--- config.mk ---
export PLATFORM = sky130hd
export DESIGN_NAME = gsr_regs
export DESIGN_NICKNAME = d
export VERILOG_FILES = /design/src/hw/gsr_pkg.sv /design/src/hw/gsr_regs.sv
export SDC_FILE = /design/constraint.sdc
export NUM_CORES = 1
export LEC_CHECK = 0
export ABC_AREA = 1
export BUFFER_PORTS_ARGS = -buffer_cell sky130_fd_sc_hd__buf_2
export CORE_MARGIN = 10
export CORE_UTILIZATION = 40
export CTS_CLUSTER_SIZE = 14
export DETAILED_ROUTE_END_ITERATION = 12
export PLACE_DENSITY = 0.67
export SLEW_MARGIN = 20
export SYNTH_ARGS = -nofsm -noshare
export SYNTH_HDL_FRONTEND = slang
export SYNTH_SLANG_ARGS = --single-unit
export TNS_END_PERCENT = 50
--- constraint.sdc ---
create_clock -name clk -period 11.5 [get_ports clk]
set_clock_uncertainty 0.2 [all_clocks]
set_input_delay 0.575 -clock clk [delete_from_list [all_inputs] [get_ports clk]]
set_output_delay 0.575 -clock clk [all_outputs]
set_load 0.1 [all_outputs]
--- src/hw/gsr_pkg.sv ---
package gsr_pkg;
  // ***************************************
  // Timing
  // ***************************************
  localparam int CLK_HZ = 100_000_000;
  localparam int BLINK_HZ = 4;
  localparam int BLINK_HALF_CYC = CLK_HZ / (2 * BLINK_HZ);
  localparam int OVL_HOLD_MS = 500;
  localparam int OVL_HOLD_CYC = (CLK_HZ / 1000) * OVL_HOLD_MS;
  localparam int VSAMPLE_MS = 1000;
  localparam int VSAMPLE_CYC = (CLK_HZ / 1000) * VSAMPLE_MS;
  // ***************************************
  // Scaling
  // ***************************************
  localparam int FINAL_EMPTY_WARNING_MV = 25;
  localparam int FULL_SCALE_MV = 1200;
  localparam int VOLT_STEPS = 256;
  localparam logic [8:0] FINAL_EMPTY_WARNING_STEPS = 9'(FINAL_EMPTY_WARNING_MV * VOLT_STEPS / FULL_SCALE_MV);
  localparam logic [15:0] KEEP_PCT = 16'h005E;
  localparam logic [15:0] FULL_PCT = 16'h0064;
  localparam logic [7:0] CPI_MAX = 8'hFF;
  localparam logic [7:0] CI_COUNT = 8'h40;
  localparam logic [3:0] TEMP_MAX = 4'hC;
  localparam logic [3:0] TEMP_ZERO = 4'h4;
  localparam logic [3:0] TEMP_TEN = 4'h5;
  localparam logic [4:0] FILL_SCALE = 5'h10;
  localparam logic [3:0] FILL_MAX = 4'hF;
  localparam logic [4:0] SEG_SCALE = 5'h05;
  localparam int SEG_N = 5;
  // ***************************************
  // Register map and reset values
  // ***************************************
  localparam logic [6:0] A_FLAGS1 = 7'h01;
  localparam logic [6:0] A_TEMP = 7'h02;
  localparam logic [6:0] A_NAC_HI = 7'h03;
  localparam logic [6:0] A_PACK_ID = 7'h04;
  localparam logic [6:0] A_FULL_REF = 7'h05;
  localparam logic [6:0] A_FLAGS2 = 7'h06;
  localparam logic [6:0] A_PIN_DN = 7'h07;
  localparam logic [6:0] A_PIN_UP = 7'h08;
  localparam logic [6:0] A_CPI = 7'h09;
  localparam logic [6:0] A_VOLT = 7'h0B;
  localparam logic [6:0] A_THRESH = 7'h0C;
  localparam logic [6:0] A_TEMP_RATE_COMP_CAPACITY = 7'h0D;
  localparam logic [6:0] A_RATE_COMP_CAPACITY = 7'h0E;
  localparam logic [6:0] A_NAC_LO = 7'h17;
  localparam logic [7:0] THRESH_RST = 8'hA2;
  localparam logic [7:0] NAC_RST = 8'h00;
  localparam logic CI_RST = 1'b1;
  // ***************************************
  // Carriers
  // ***************************************
  typedef enum logic [1:0] {RATE_LOW, RATE_MID, RATE_HIGH} gsr_rate_t;
  typedef struct packed {
    logic valid;
    logic wr;
    logic [6:0] addr;
    logic [7:0] wdata;
  } gsr_cmd_t;
  typedef struct packed {
    logic [7:0] volt;
    gsr_rate_t rate;
    logic [3:0] temp;
    logic [7:0] comp_cap;
    logic [7:0] temp_comp_cap;
    logic [7:0] disch_count;
    logic [7:0] full_count;
    logic [4:0] pin_dn;
    logic [4:0] pin_up;
  } gsr_meas_t;
  typedef struct packed {
    logic charge;
    logic disch;
    logic self_disch;
    logic valid_charge;
  } gsr_ev_t;
endpackage

--- src/hw/gsr_regs.sv ---
`timescale 1ns/1ps
`default_nettype none
// Overview of operation
// RQ1: Low voltage under 2C latches first warning
// RQ2: First warning blinks segment one at 4Hz
// RQ3: 25mV lower latches final warning
// RQ4: Final warning turns all segments off
// RQ5: Upper nibble holds clamped temperature code
// RQ6: Lower nibble holds fill in sixteenths
// RQ7: Nominal capacity counts charge and discharge
// RQ8: Host keeps nominal capacity within reference
// RQ9: Full reference loads count, floor 0.94
// RQ10: Host never writes reserved flag bits
// RQ11: Flag bits 6-4 report discharge regime; the code reports it in bits 5-4 and holds bit 6 at zero
// RQ12: Valid-charge flag set, cleared from full
// RQ13: Overload flag, 0.5s hold, stops sampling
// RQ14: Pin maps in bits 4-0, upper zero
// RQ15: Charge count saturates, once above 0.94
// RQ16: Count 64 flags stale; update clears both
// RQ17: Update only after clean full-to-empty
// RQ18: Cell voltage refreshed once per second
// RQ19: Threshold register resets to A2h
// RQ20: Compensated capacity never rises in discharge
// RQ21: Temperature-reduced capacity drives the display
// RQ22: Host ignores the activity test bit
// RQ23: Command bit 7 writes, bits 6-0 address
module gsr_regs
  import gsr_pkg::*;
#(
  parameter int BLINK_CYC = BLINK_HALF_CYC,
  parameter int OVL_CYC = OVL_HOLD_CYC,
  parameter int VS_CYC = VSAMPLE_CYC
) (
  input wire logic clk,
  input wire logic sys_rst,
  input wire gsr_cmd_t host_cmd,
  output logic rd_valid,
  output logic [7:0] rd_data,
  input wire gsr_meas_t meas,
  input wire gsr_ev_t ev,
  input wire logic disp_en,
  output logic [SEG_N-1:0] segment_out,
  output logic first_empty_warning,
  output logic final_empty_warning,
  output logic overload_flag
);
  // ***************************************
  // Checks and helpers
  // ***************************************
  if (BLINK_CYC < 1 || OVL_CYC < 1 || VS_CYC < 1) begin : g_bad
    $error("gsr_regs: cycle counts must be at least one");
  end

  function automatic logic hit(input gsr_cmd_t c, input logic [6:0] a);
    return c.valid && c.wr && c.addr == a; // [RQ23]
  endfunction

  // Count of k in 1..top with num*scale >= k*den
  function automatic logic [3:0] steps(input logic [7:0] num, input logic [7:0] den,
                                       input logic [4:0] scale, input logic [3:0] top);
    logic [3:0] n;
    n = 4'h0;
    for (int k = 1; k < 16; k++) begin
      if (4'(k) <= top && den != 8'h00 &&
          32'(num) * 32'(scale) >= 32'(k) * 32'(den)) begin
        n = 4'(k);
      end
    end
    return n;
  endfunction

  logic init_q;
  logic [$clog2(VS_CYC+1)-1:0] vs_cnt_q;
  logic tick_q;
  logic [7:0] volt_q, vts_q, lmd_q, cpi_q, id_q, rate_comp_capacity_q, temp_rate_comp_capacity_q, tmp_q;
  logic [15:0] nac_q, vdq_start_q;
  logic [$clog2(OVL_CYC+1)-1:0] ovl_cnt_q;
  logic ovl_q, first_empty_warning_q, final_empty_warning_q, vdq_q, vq_q, ci_q, cpi_blk_q, act_q;
  gsr_rate_t rate_q;
  logic [4:0] pdn_q, pup_q;
  logic [$clog2(BLINK_CYC+1)-1:0] blink_cnt_q;
  logic blink_q;
  logic [SEG_N-1:0] seg_q, seg_pat;
  logic rd_valid_q;
  logic [7:0] rd_data_q;

  logic [7:0] nac_hi, keep94, lmd_new;
  logic lmd_upd, above94, cpi_inc, from_full, first_empty_warning_set, final_empty_warning_set, self_big;
  logic [3:0] seg_cnt;

  assign nac_hi = nac_q[15:8];
  assign keep94 = 8'((16'(lmd_q) * KEEP_PCT) / FULL_PCT);
  assign lmd_upd = init_q && ev.valid_charge && first_empty_warning_q && vdq_q; // [RQ9] [RQ17]
  assign lmd_new = (meas.disch_count < keep94) ? keep94 : meas.disch_count; // [RQ9]
  assign above94 = nac_hi > keep94;
  assign cpi_inc = ev.valid_charge && !(above94 && cpi_blk_q); // [RQ15]
  assign from_full = ev.disch && nac_hi == lmd_q;
  assign first_empty_warning_set = tick_q && !ovl_q && meas.rate != RATE_HIGH
                    && meas.volt < vts_q; // [RQ1] [RQ13]
  assign final_empty_warning_set = tick_q && !ovl_q && meas.rate != RATE_HIGH
                    && {1'b0, meas.volt} + FINAL_EMPTY_WARNING_STEPS < {1'b0, vts_q}; // [RQ3]
  assign self_big = ev.self_disch &&
                    32'(nac_q) * 32'(FULL_PCT) < 32'(vdq_start_q) * 32'(KEEP_PCT);

  // ***************************************
  // Start-up and sampling
  // ***************************************
  // Reset value of the reference is a live input, so it loads after release
  always_ff @(posedge clk or posedge sys_rst) begin
    if (sys_rst) begin
      init_q <= 1'b0;
    end else begin
      init_q <= 1'b1;
    end
  end

  always_ff @(posedge clk or posedge sys_rst) begin
    if (sys_rst) begin
      vs_cnt_q <= '0;
      tick_q <= 1'b0;
      volt_q <= 8'h00;
    end else begin
      tick_q <= 1'b0;
      if (vs_cnt_q == ($bits(vs_cnt_q))'(VS_CYC - 1)) begin
        vs_cnt_q <= '0;
        tick_q <= 1'b1;
        volt_q <= meas.volt; // [RQ18]
      end else begin
        vs_cnt_q <= vs_cnt_q + ($bits(vs_cnt_q))'(1);
      end
    end
  end

  // ***************************************
  // Overload and rate
  // ***************************************
  always_ff @(posedge clk or posedge sys_rst) begin
    if (sys_rst) begin
      ovl_q <= 1'b0;
      ovl_cnt_q <= '0;
    end else if (meas.rate == RATE_HIGH) begin
      ovl_q <= 1'b1; // [RQ13]
      ovl_cnt_q <= '0;
    end else if (ovl_q) begin
      if (ovl_cnt_q == ($bits(ovl_cnt_q))'(OVL_CYC - 1)) begin
        ovl_q <= 1'b0; // [RQ13]
        ovl_cnt_q <= '0;
      end else begin
        ovl_cnt_q <= ovl_cnt_q + ($bits(ovl_cnt_q))'(1);
      end
    end
  end

  always_ff @(posedge clk or posedge sys_rst) begin
    if (sys_rst) begin
      rate_q <= RATE_LOW;
      act_q <= 1'b0;
      pdn_q <= 5'h00;
      pup_q <= 5'h00;
      tmp_q <= 8'h00;
    end else begin
      rate_q <= meas.rate; // [RQ11]
      act_q <= ev.charge | ev.disch;
      pdn_q <= meas.pin_dn; // [RQ14]
      pup_q <= meas.pin_up; // [RQ14]
      tmp_q <= {(meas.temp > TEMP_MAX) ? TEMP_MAX : meas.temp, // [RQ5]
                steps(temp_rate_comp_capacity_q, lmd_q, FILL_SCALE, FILL_MAX)}; // [RQ6]
    end
  end

  // ***************************************
  // Empty warnings
  // ***************************************
  // Set beats a same-cycle valid charge, so a late low sample is not lost
  always_ff @(posedge clk or posedge sys_rst) begin
    if (sys_rst) begin
      first_empty_warning_q <= 1'b0;
      final_empty_warning_q <= 1'b0;
    end else begin
      if (first_empty_warning_set) first_empty_warning_q <= 1'b1; // [RQ1]
      else if (ev.valid_charge) first_empty_warning_q <= 1'b0; // [RQ1]
      if (final_empty_warning_set) final_empty_warning_q <= 1'b1; // [RQ3]
      else if (ev.valid_charge) final_empty_warning_q <= 1'b0; // [RQ3]
    end
  end

  // ***************************************
  // Nominal capacity
  // ***************************************
  // Host writes trust the caller to stay within the reference
  always_ff @(posedge clk or posedge sys_rst) begin
    if (sys_rst) begin
      nac_q <= {NAC_RST, NAC_RST}; // [RQ7]
    end else if (hit(host_cmd, A_NAC_HI)) begin
      nac_q[15:8] <= host_cmd.wdata; // [RQ8]
    end else if (hit(host_cmd, A_NAC_LO)) begin
      nac_q[7:0] <= host_cmd.wdata; // [RQ8]
    end else if (ev.charge && nac_q != 16'hFFFF) begin
      nac_q <= nac_q + 16'h0001; // [RQ7]
    end else if ((ev.disch || ev.self_disch) && nac_q != 16'h0000) begin
      nac_q <= nac_q - 16'h0001; // [RQ7]
    end
  end

  // ***************************************
  // Full reference and charge count
  // ***************************************
  always_ff @(posedge clk or posedge sys_rst) begin
    if (sys_rst) begin
      lmd_q <= 8'h00;
    end else if (!init_q) begin
      lmd_q <= meas.full_count;
    end else if (lmd_upd) begin
      lmd_q <= lmd_new; // [RQ9]
    end else if (hit(host_cmd, A_FULL_REF)) begin
      lmd_q <= host_cmd.wdata;
    end
  end

  always_ff @(posedge clk or posedge sys_rst) begin
    if (sys_rst) begin
      cpi_q <= 8'h00;
      ci_q <= CI_RST;
      cpi_blk_q <= 1'b0;
    end else begin
      if (lmd_upd) begin
        cpi_q <= 8'h00; // [RQ16]
        ci_q <= 1'b0; // [RQ16]
      end else begin
        if (hit(host_cmd, A_CPI)) cpi_q <= host_cmd.wdata;
        else if (cpi_inc && cpi_q != CPI_MAX) cpi_q <= cpi_q + 8'h01; // [RQ15]
        if (cpi_inc && cpi_q == CI_COUNT - 8'h01) ci_q <= 1'b1; // [RQ16]
      end
      if (ev.valid_charge && above94) cpi_blk_q <= 1'b1; // [RQ15]
      else if (nac_hi < keep94) cpi_blk_q <= 1'b0; // [RQ15]
    end
  end

  // ***************************************
  // Discharge qualification
  // ***************************************
  always_ff @(posedge clk or posedge sys_rst) begin
    if (sys_rst) begin
      vdq_q <= 1'b0;
      vdq_start_q <= 16'h0000;
      vq_q <= 1'b0;
    end else begin
      if (from_full) begin
        vdq_q <= 1'b1; // [RQ17]
        vdq_start_q <= nac_q;
      end else if (lmd_upd || ev.valid_charge || self_big ||
                   (first_empty_warning_set && meas.temp < TEMP_ZERO)) begin
        vdq_q <= 1'b0; // [RQ17]
      end
      if (ev.valid_charge) vq_q <= 1'b1; // [RQ12]
      else if (from_full) vq_q <= 1'b0; // [RQ12]
    end
  end

  // ***************************************
  // Compensated capacity
  // ***************************************
  always_ff @(posedge clk or posedge sys_rst) begin
    if (sys_rst) begin
      rate_comp_capacity_q <= 8'h00;
      temp_rate_comp_capacity_q <= 8'h00;
    end else begin
      if (hit(host_cmd, A_RATE_COMP_CAPACITY)) rate_comp_capacity_q <= host_cmd.wdata;
      else if (ev.charge) rate_comp_capacity_q <= nac_hi; // [RQ20]
      else if (ev.disch && meas.comp_cap < rate_comp_capacity_q) rate_comp_capacity_q <= meas.comp_cap; // [RQ20]
      if (hit(host_cmd, A_TEMP_RATE_COMP_CAPACITY)) temp_rate_comp_capacity_q <= host_cmd.wdata;
      else if (meas.temp < TEMP_TEN && meas.temp_comp_cap < rate_comp_capacity_q)
        temp_rate_comp_capacity_q <= meas.temp_comp_cap; // [RQ21]
      else temp_rate_comp_capacity_q <= rate_comp_capacity_q; // [RQ21]
    end
  end

  // ***************************************
  // Host writable plain registers
  // ***************************************
  always_ff @(posedge clk or posedge sys_rst) begin
    if (sys_rst) begin
      vts_q <= THRESH_RST; // [RQ19]
      id_q <= 8'h00;
    end else begin
      if (hit(host_cmd, A_THRESH)) vts_q <= host_cmd.wdata; // [RQ19]
      if (hit(host_cmd, A_PACK_ID)) id_q <= host_cmd.wdata;
    end
  end

  // ***************************************
  // Segment display
  // ***************************************
  assign seg_cnt = steps(temp_rate_comp_capacity_q, lmd_q, SEG_SCALE, 4'(SEG_N));
  for (genvar i = 0; i < SEG_N; i++) begin : g_seg
    assign seg_pat[i] = seg_cnt > 4'(i); // [RQ21]
  end

  always_ff @(posedge clk or posedge sys_rst) begin
    if (sys_rst) begin
      blink_cnt_q <= '0;
      blink_q <= 1'b0;
    end else if (blink_cnt_q == ($bits(blink_cnt_q))'(BLINK_CYC - 1)) begin
      blink_cnt_q <= '0;
      blink_q <= ~blink_q; // [RQ2]
    end else begin
      blink_cnt_q <= blink_cnt_q + ($bits(blink_cnt_q))'(1);
    end
  end

  // Bank multiplexing is left to the pad driver
  always_ff @(posedge clk or posedge sys_rst) begin
    if (sys_rst) begin
      seg_q <= '0;
    end else if (final_empty_warning_q || !disp_en) begin
      seg_q <= '0; // [RQ4]
    end else begin
      seg_q <= {seg_pat[SEG_N-1:1], first_empty_warning_q ? blink_q : seg_pat[0]}; // [RQ2]
    end
  end

  // ***************************************
  // Host reads
  // ***************************************
  always_ff @(posedge clk or posedge sys_rst) begin
    if (sys_rst) begin
      rd_valid_q <= 1'b0;
      rd_data_q <= 8'h00;
    end else begin
      rd_valid_q <= host_cmd.valid && !host_cmd.wr; // [RQ23]
      case (host_cmd.addr)
        A_FLAGS1: rd_data_q <= {3'b000, ci_q, vdq_q, 1'b1, first_empty_warning_q, final_empty_warning_q};
        A_TEMP: rd_data_q <= tmp_q;
        A_NAC_HI: rd_data_q <= nac_q[15:8];
        A_NAC_LO: rd_data_q <= nac_q[7:0];
        A_PACK_ID: rd_data_q <= id_q;
        A_FULL_REF: rd_data_q <= lmd_q;
        A_FLAGS2: rd_data_q <= {1'b0, 1'b0, rate_q, act_q, vq_q, 1'b0, ovl_q}; // [RQ11] [RQ22]
        A_PIN_DN: rd_data_q <= {3'b000, pdn_q}; // [RQ14]
        A_PIN_UP: rd_data_q <= {3'b000, pup_q}; // [RQ14]
        A_CPI: rd_data_q <= cpi_q;
        A_VOLT: rd_data_q <= volt_q;
        A_THRESH: rd_data_q <= vts_q;
        A_TEMP_RATE_COMP_CAPACITY: rd_data_q <= temp_rate_comp_capacity_q;
        A_RATE_COMP_CAPACITY: rd_data_q <= rate_comp_capacity_q;
        default: rd_data_q <= 8'h00;
      endcase
    end
  end

  assign rd_valid = rd_valid_q;
  assign rd_data = rd_data_q;
  assign segment_out = seg_q;
  assign first_empty_warning = first_empty_warning_q;
  assign final_empty_warning = final_empty_warning_q;
  assign overload_flag = ovl_q;
endmodule
`default_nettype wire

Yosys cells after proc, flatten, opt, wreduce, memory -nomap -nowiden
Index checks and enable logic that the tools add are counted.
{"block": "totals", "latch_bits": 0, "out_inout_bits": 17, "ram_bits": 0, "regBits": 210, "input_bits": 80, "mem_count": 0, "rom_bits": 0}
{"block": "op_classes", "magnitude_cmp": 36, "mul": 15, "n_reduce_logical": 73, "addsub": 7, "n_eq_ne": 25, "bitwise_logic": 3, "n_shift": 0, "muxes": 61, "n_div": 1}
{"operator": "two-way mux 8 bit", "n": 15}
{"operator": "case mux 8 bit (14 select lines)", "n": 1}
{"operator": "greater-or-equal comparator 12 bit", "n": 7}
{"operator": "two-way mux 26 bit", "n": 3}
{"operator": "two-way mux 4 bit", "n": 19}
{"operator": "logical AND 1 bit", "n": 49}
{"operator": "greater-or-equal comparator 12 x 11 -> 1 bit", "n": 4}
{"operator": "multiplier 4 x 8 -> 12 bit (first input constant)", "n": 4}
{"operator": "multiplier 3 x 8 -> 11 bit (first input constant)", "n": 4}
{"operator": "equality test 7 x 4 -> 1 bit (second input constant)", "n": 6}
{"operator": "< comparator 8 bit", "n": 5}
{"operator": "two-way mux 16 bit", "n": 2}
{"operator": "multiplier 2 x 8 -> 10 bit (first input constant)", "n": 3}
{"operator": "equality test 7 x 3 -> 1 bit (second input constant)", "n": 4}
{"operator": "adder 27 x 1 -> 27 bit (second input constant)", "n": 1}
{"operator": "equality test 27 bit (second input constant)", "n": 1}
{"operator": "two-way mux 27 bit", "n": 1}
{"operator": "adder 26 x 1 -> 26 bit (second input constant)", "n": 1}
{"operator": "equality test 26 bit (second input constant)", "n": 1}
{"operator": "adder 24 x 1 -> 24 bit (second input constant)", "n": 1}
{"operator": "equality test 24 bit (second input constant)", "n": 1}
{"operator": "greater-or-equal comparator 12 x 10 -> 1 bit", "n": 2}
{"operator": "two-way mux 24 bit", "n": 1}
{"operator": "< comparator 23 bit", "n": 1}
{"operator": "43 further kinds", "n": 84}

Longest topological paths before layout
{"block": "logic_depth", "word_depth": 17, "depth_mapped": 67}

Worst setup path after synthesis
No wires, ideal clock.
{"block": "synth_timing", "kind": "register to register", "start": "reg lmd_q[6]", "end": "reg cpi_q[0]", "setup_slack_ps": 3064, "setup_time_ps": 83, "n_path_buf": 1, "required_time_ps": 11217, "stages_incl_launch_ff": 63, "synth_period_minus_slack_ps": 8436, "arrival_ps": 8153, "path_cell_list": "dfrtp_1 -> inv_1 -> ha_1 -> fa_1 -> fa_1 -> ha_1 -> nand2_1 -> inv_1 -> nand2_1 -> nand2_1 -> nand2_1 -> nand3_1 -> nand2_1 -> nand2_2 -> nor2_4 -> nand2_2 -> nand3_1 -> nor2_2 -> [... 27 more ...] -> nand2_1 -> nor2_1 -> nand2_1 -> nand2_1 -> inv_1 -> ha_1 -> inv_1 -> nor2_1 -> o21bai_1 -> a21oi_1 -> a2111oi_0 -> nor2_1 -> a21oi_1 -> o31ai_1 -> nand2_1 -> clkbuf_1 -> o221ai_1 -> o21ai_0"}
{"block": "synth_via", "elab_chain_cells": 8}
{"element": "start: declaration", "line": "gsr_regs.sv:75", "source": "logic [7:0] volt_q, vts_q, lmd_q, cpi_q, id_q, rate_comp_capacity_q, temp_rate_comp_capacity_q, tmp_q;"}
{"element": "start signal: assignment", "line": "gsr_regs.sv:212", "source": "lmd_q <= meas.full_count;"}
{"element": "start signal: assignment", "line": "gsr_regs.sv:214", "source": "lmd_q <= lmd_new;"}
{"element": "start signal: assignment", "line": "gsr_regs.sv:216", "source": "lmd_q <= host_cmd.wdata;"}
{"element": "multiplier 8 x 6 -> 14 bit", "line": "gsr_regs.sv:92", "source": "assign keep94 = 8'((16'(lmd_q) * KEEP_PCT) / FULL_PCT);"}
{"element": "divider 15 x 7 -> 16 bit", "line": "gsr_regs.sv:92"}
{"element": "greater-than comparator 8 bit", "line": "gsr_regs.sv:95", "source": "assign above94 = nac_hi > keep94;"}
{"element": "logical AND 1 bit", "line": "gsr_regs.sv:96", "source": "assign cpi_inc = ev.valid_charge && !(above94 && cpi_blk_q);"}
{"element": "logical NOT 1 bit", "line": "gsr_regs.sv:96"}
{"element": "logical AND 1 bit", "line": "gsr_regs.sv:96"}
{"element": "logical AND 1 bit", "line": "gsr_regs.sv:231", "source": "else if (cpi_inc && cpi_q != CPI_MAX) cpi_q <= cpi_q + 8'h01;"}
{"element": "nonzero test 3 bit (no line)"}
{"element": "end signal: assignment", "line": "gsr_regs.sv:230", "source": "if (hit(host_cmd, A_CPI)) cpi_q <= host_cmd.wdata;"}
{"element": "end signal: assignment", "line": "gsr_regs.sv:231"}
{"element": "end: declaration", "line": "gsr_regs.sv:75"}
Every way passes these cells.
A chain may end at the register's enable or synchronous reset.

Worst setup path after layout
{"block": "layout_timing", "start": "reg lmd_q[6]", "end": "reg cpi_q[1]"}
The elaborated chain is that of the path after synthesis.

==> run summary <==
Hold-fix buffers, CTS -> 16
PostCTS Resize Cnt -> 0
chip width -> 265.4 µm
final net count -> 3783
Via Count -> 20940
Hold Crit Class -> input port to register
WS Path Type -> register to register
number of synthesized flops with an enable pin -> 0
crit-path max cell delay -> 0.58 ns
clock tree sinks -> 210
crit start category -> register
setup ws final -> 2.371 ns
Layout area overhead -> 10.95%
CTS tree -> yes
Syn Nets -> 3647
commonest cells after routing, fill and taps aside -> inv_1 (509), nand2_1 (486), ha_1 (432), nor2_1 (212), dfrtp_1 (206)
# IOs -> 97
register area share after synthesis -> 21.83%
GRT overflow -> 0
Port Buf Inserts -> 96
Chip Height -> 265.4 µm
WL/cell -> 16.64 µm
CP max stage cell -> ha_1
commonest non-fill, non-tap cell in the layout -> inv_1
Async S/R FF share, synth -> 100.0%
area share of the largest cell type after synthesis -> 22.44%
met3 usage -> 3.146%
Post-Syn Area -> 24090 µm²
ANT nets after route -> 0
Yosys warnings -> 0
gpl congestion -> 0.9003
vias per cell -> 5.280
grt peak-use layer -> met2
most used cell along the critical path -> nand2_2
critical path fanouts, max -> 16
Post-synth top flop -> dfrtp_1
min cycle time layout -> 9.129 ns
largest net degree at the start of global routing -> 90
worst slew pin tran -> 0.9938 ns
CTS root buf -> clkbuf_16
unrepaired setup endpoints after global routing -> no
DP Cell Count -> 3900
gr usage total -> 18.46%
antenna violations before repair -> 2
TritonCTS buffer count -> 26
Starting Density -> 40.59%
status -> complete, no violations
GRT met2 Usage -> 29.91%
CTS max path bufs -> 3
layout cells sized above 1 -> 8.305%
DRC violations left -> 0
Max Freq -> 109.5 MHz
GRT met1 Usage -> 25.25%
Relative slew margins -> 33.75%
htree depth -> 1
post-synth top area cell -> ha_1
Core ar. -> 59350 µm²
max_cap viols -> 0
vias in the first global route -> 19840
final hold vios -> 0
filler-free cell count of the finished design -> 3966
Avg Cell Area, Syn -> 7.938 µm²
Final Util -> 45.04%
type of destination of the critical path -> register
Filler cells -> 5837
final WL -> 65.99 mm
final cycle utilization of the critical path -> 79.38%
first-pass GRT wire length -> 106.6 mm
first drt pass iteration count -> 6
clk_lat worst skew -> 0.56 ns
Setup Viol. Count Final -> 0
Synth Instances -> 3035
Yosys cell types -> 64
DP HPWL -> 52.29 mm
die area -> 70450 µm²
arrival time worst endpoint -> 9.41 ns
# rows -> 89
worst slack, placed -> 2.372 ns
Final Max Slew Viols -> 0
post-CTS setup repair buffer count -> 0
DR iter-0 viols -> 1486
Fin Setup TNS -> 0 ns
worst path required time -> 11.78 ns
#FFs+latches synth -> 210
Clock Pin Slew Worst Setup and Hold Paths -> 0.06 ns
Synth area leaders -> ha_1 (22%), dfrtp_1 (21%), fa_1 (8.3%)
[stage by stage]
stage,cell area (µm²),hold WS (ns)
2_1_floorplan,24090,0.2322
3_3_place_gp,25610,0.2523
3_5_place_dp,25620,0.2535
4_1_cts,26730,0.01227
5_1_grt,26730,0.05286
6_report,26730,0.02885
[sequential cells by signal (all words and copies together) (netlist names), 16 cells and up]
register,flops
vdq_start_q,16
ovl_cnt_q,26
vs_cnt_q,27
blink_cnt_q,24
nac_q,16
[kinds of logic (layout without fill, tap and decap cells)]
group | after synthesis | in the layout | share of synthesized area (%)
xor+xnor | 127 | 127 | 4.617
other cells | 1 | 3 | 0.01557
simple gates | 1031 | 1031 | 19.49
flops | 210 | 210 | 21.83
buf+inv | 553 | 709 | 8.637
compound gates | 581 | 581 | 14.66
fa+ha+maj | 532 | 532 | 30.75
[layout make-up]
| cell class | count | area, µm² | area share, % |
|---|---|---|---|
| inverters | 530 | 1997 | 7.471 |
| clock inverters | 15 | 222.7 | 0.8332 |
| repair buffers | 131 | 783.3 | 2.930 |
| well taps | 773 | 967.2 | 3.618 |
| clock buffers | 33 | 726.9 | 2.720 |
| multi-input cells | 2272 | 16770 | 62.73 |
| diodes | 2 | 5.005 | 0.01872 |
| flip-flops and latches | 210 | 5260 | 19.68 |
[worst max-delay path, delay by kind of cell (launching register included)]
kind	cells	cell delay (ns)
AO/OA/AOI/OAI	8	1.30
flip-flops	1	0.32
buffers and inverters	6	0.92
AND/OR/NAND/NOR	39	4.00
adder cells (fa/ha/maj)	5	2.24
[cells in the mapped netlist, drive strengths merged (9+ instances only)]
master and number:
clkbuf 21, o221ai 17, nand2 534, a21oi 178, dfrtp 206, fa 100
a21o 18, o21a 28, a21boi 10, o211ai 22, a31oi 13, o21bai 26
ha 432, nor2 220, o21ai 173, nor3b 9, xor2 96, nor3 50
nand4 55, nand3 132, a221oi 17, xnor2 31, inv 525, nor4 16
o22ai 35
[path summary, 6_finish.rpt]
check | startpoint | end | slack, ns | cells past startpoint
worst max-delay path | lmd_q[6] | cpi_q[1] | 2.37 | 58
worst min-delay path | host_cmd[16] | rd_valid | 0.03 | 3
min in group asynchronous | sys_rst | ovl_cnt_q[2] | 0.42 | 3
max in group asynchronous | sys_rst | blink_cnt_q[22] | 8.51 | 5
worst min register to register | vs_cnt_q[0] | vs_cnt_q[0] | 0.26 | 1
worst max register to register | lmd_q[6] | cpi_q[1] | 2.37 | 58
[layer usage]
metal  wire, µm  vias up
met1      30160     9765
li1           -    10490
met5         13        -
met4       1449        2
met2      29700      591
met3       4666       93
Power is left out: the tool's default activity adds up to more than one toggle a clock period on the data nets, which glitch-free logic cannot reach.
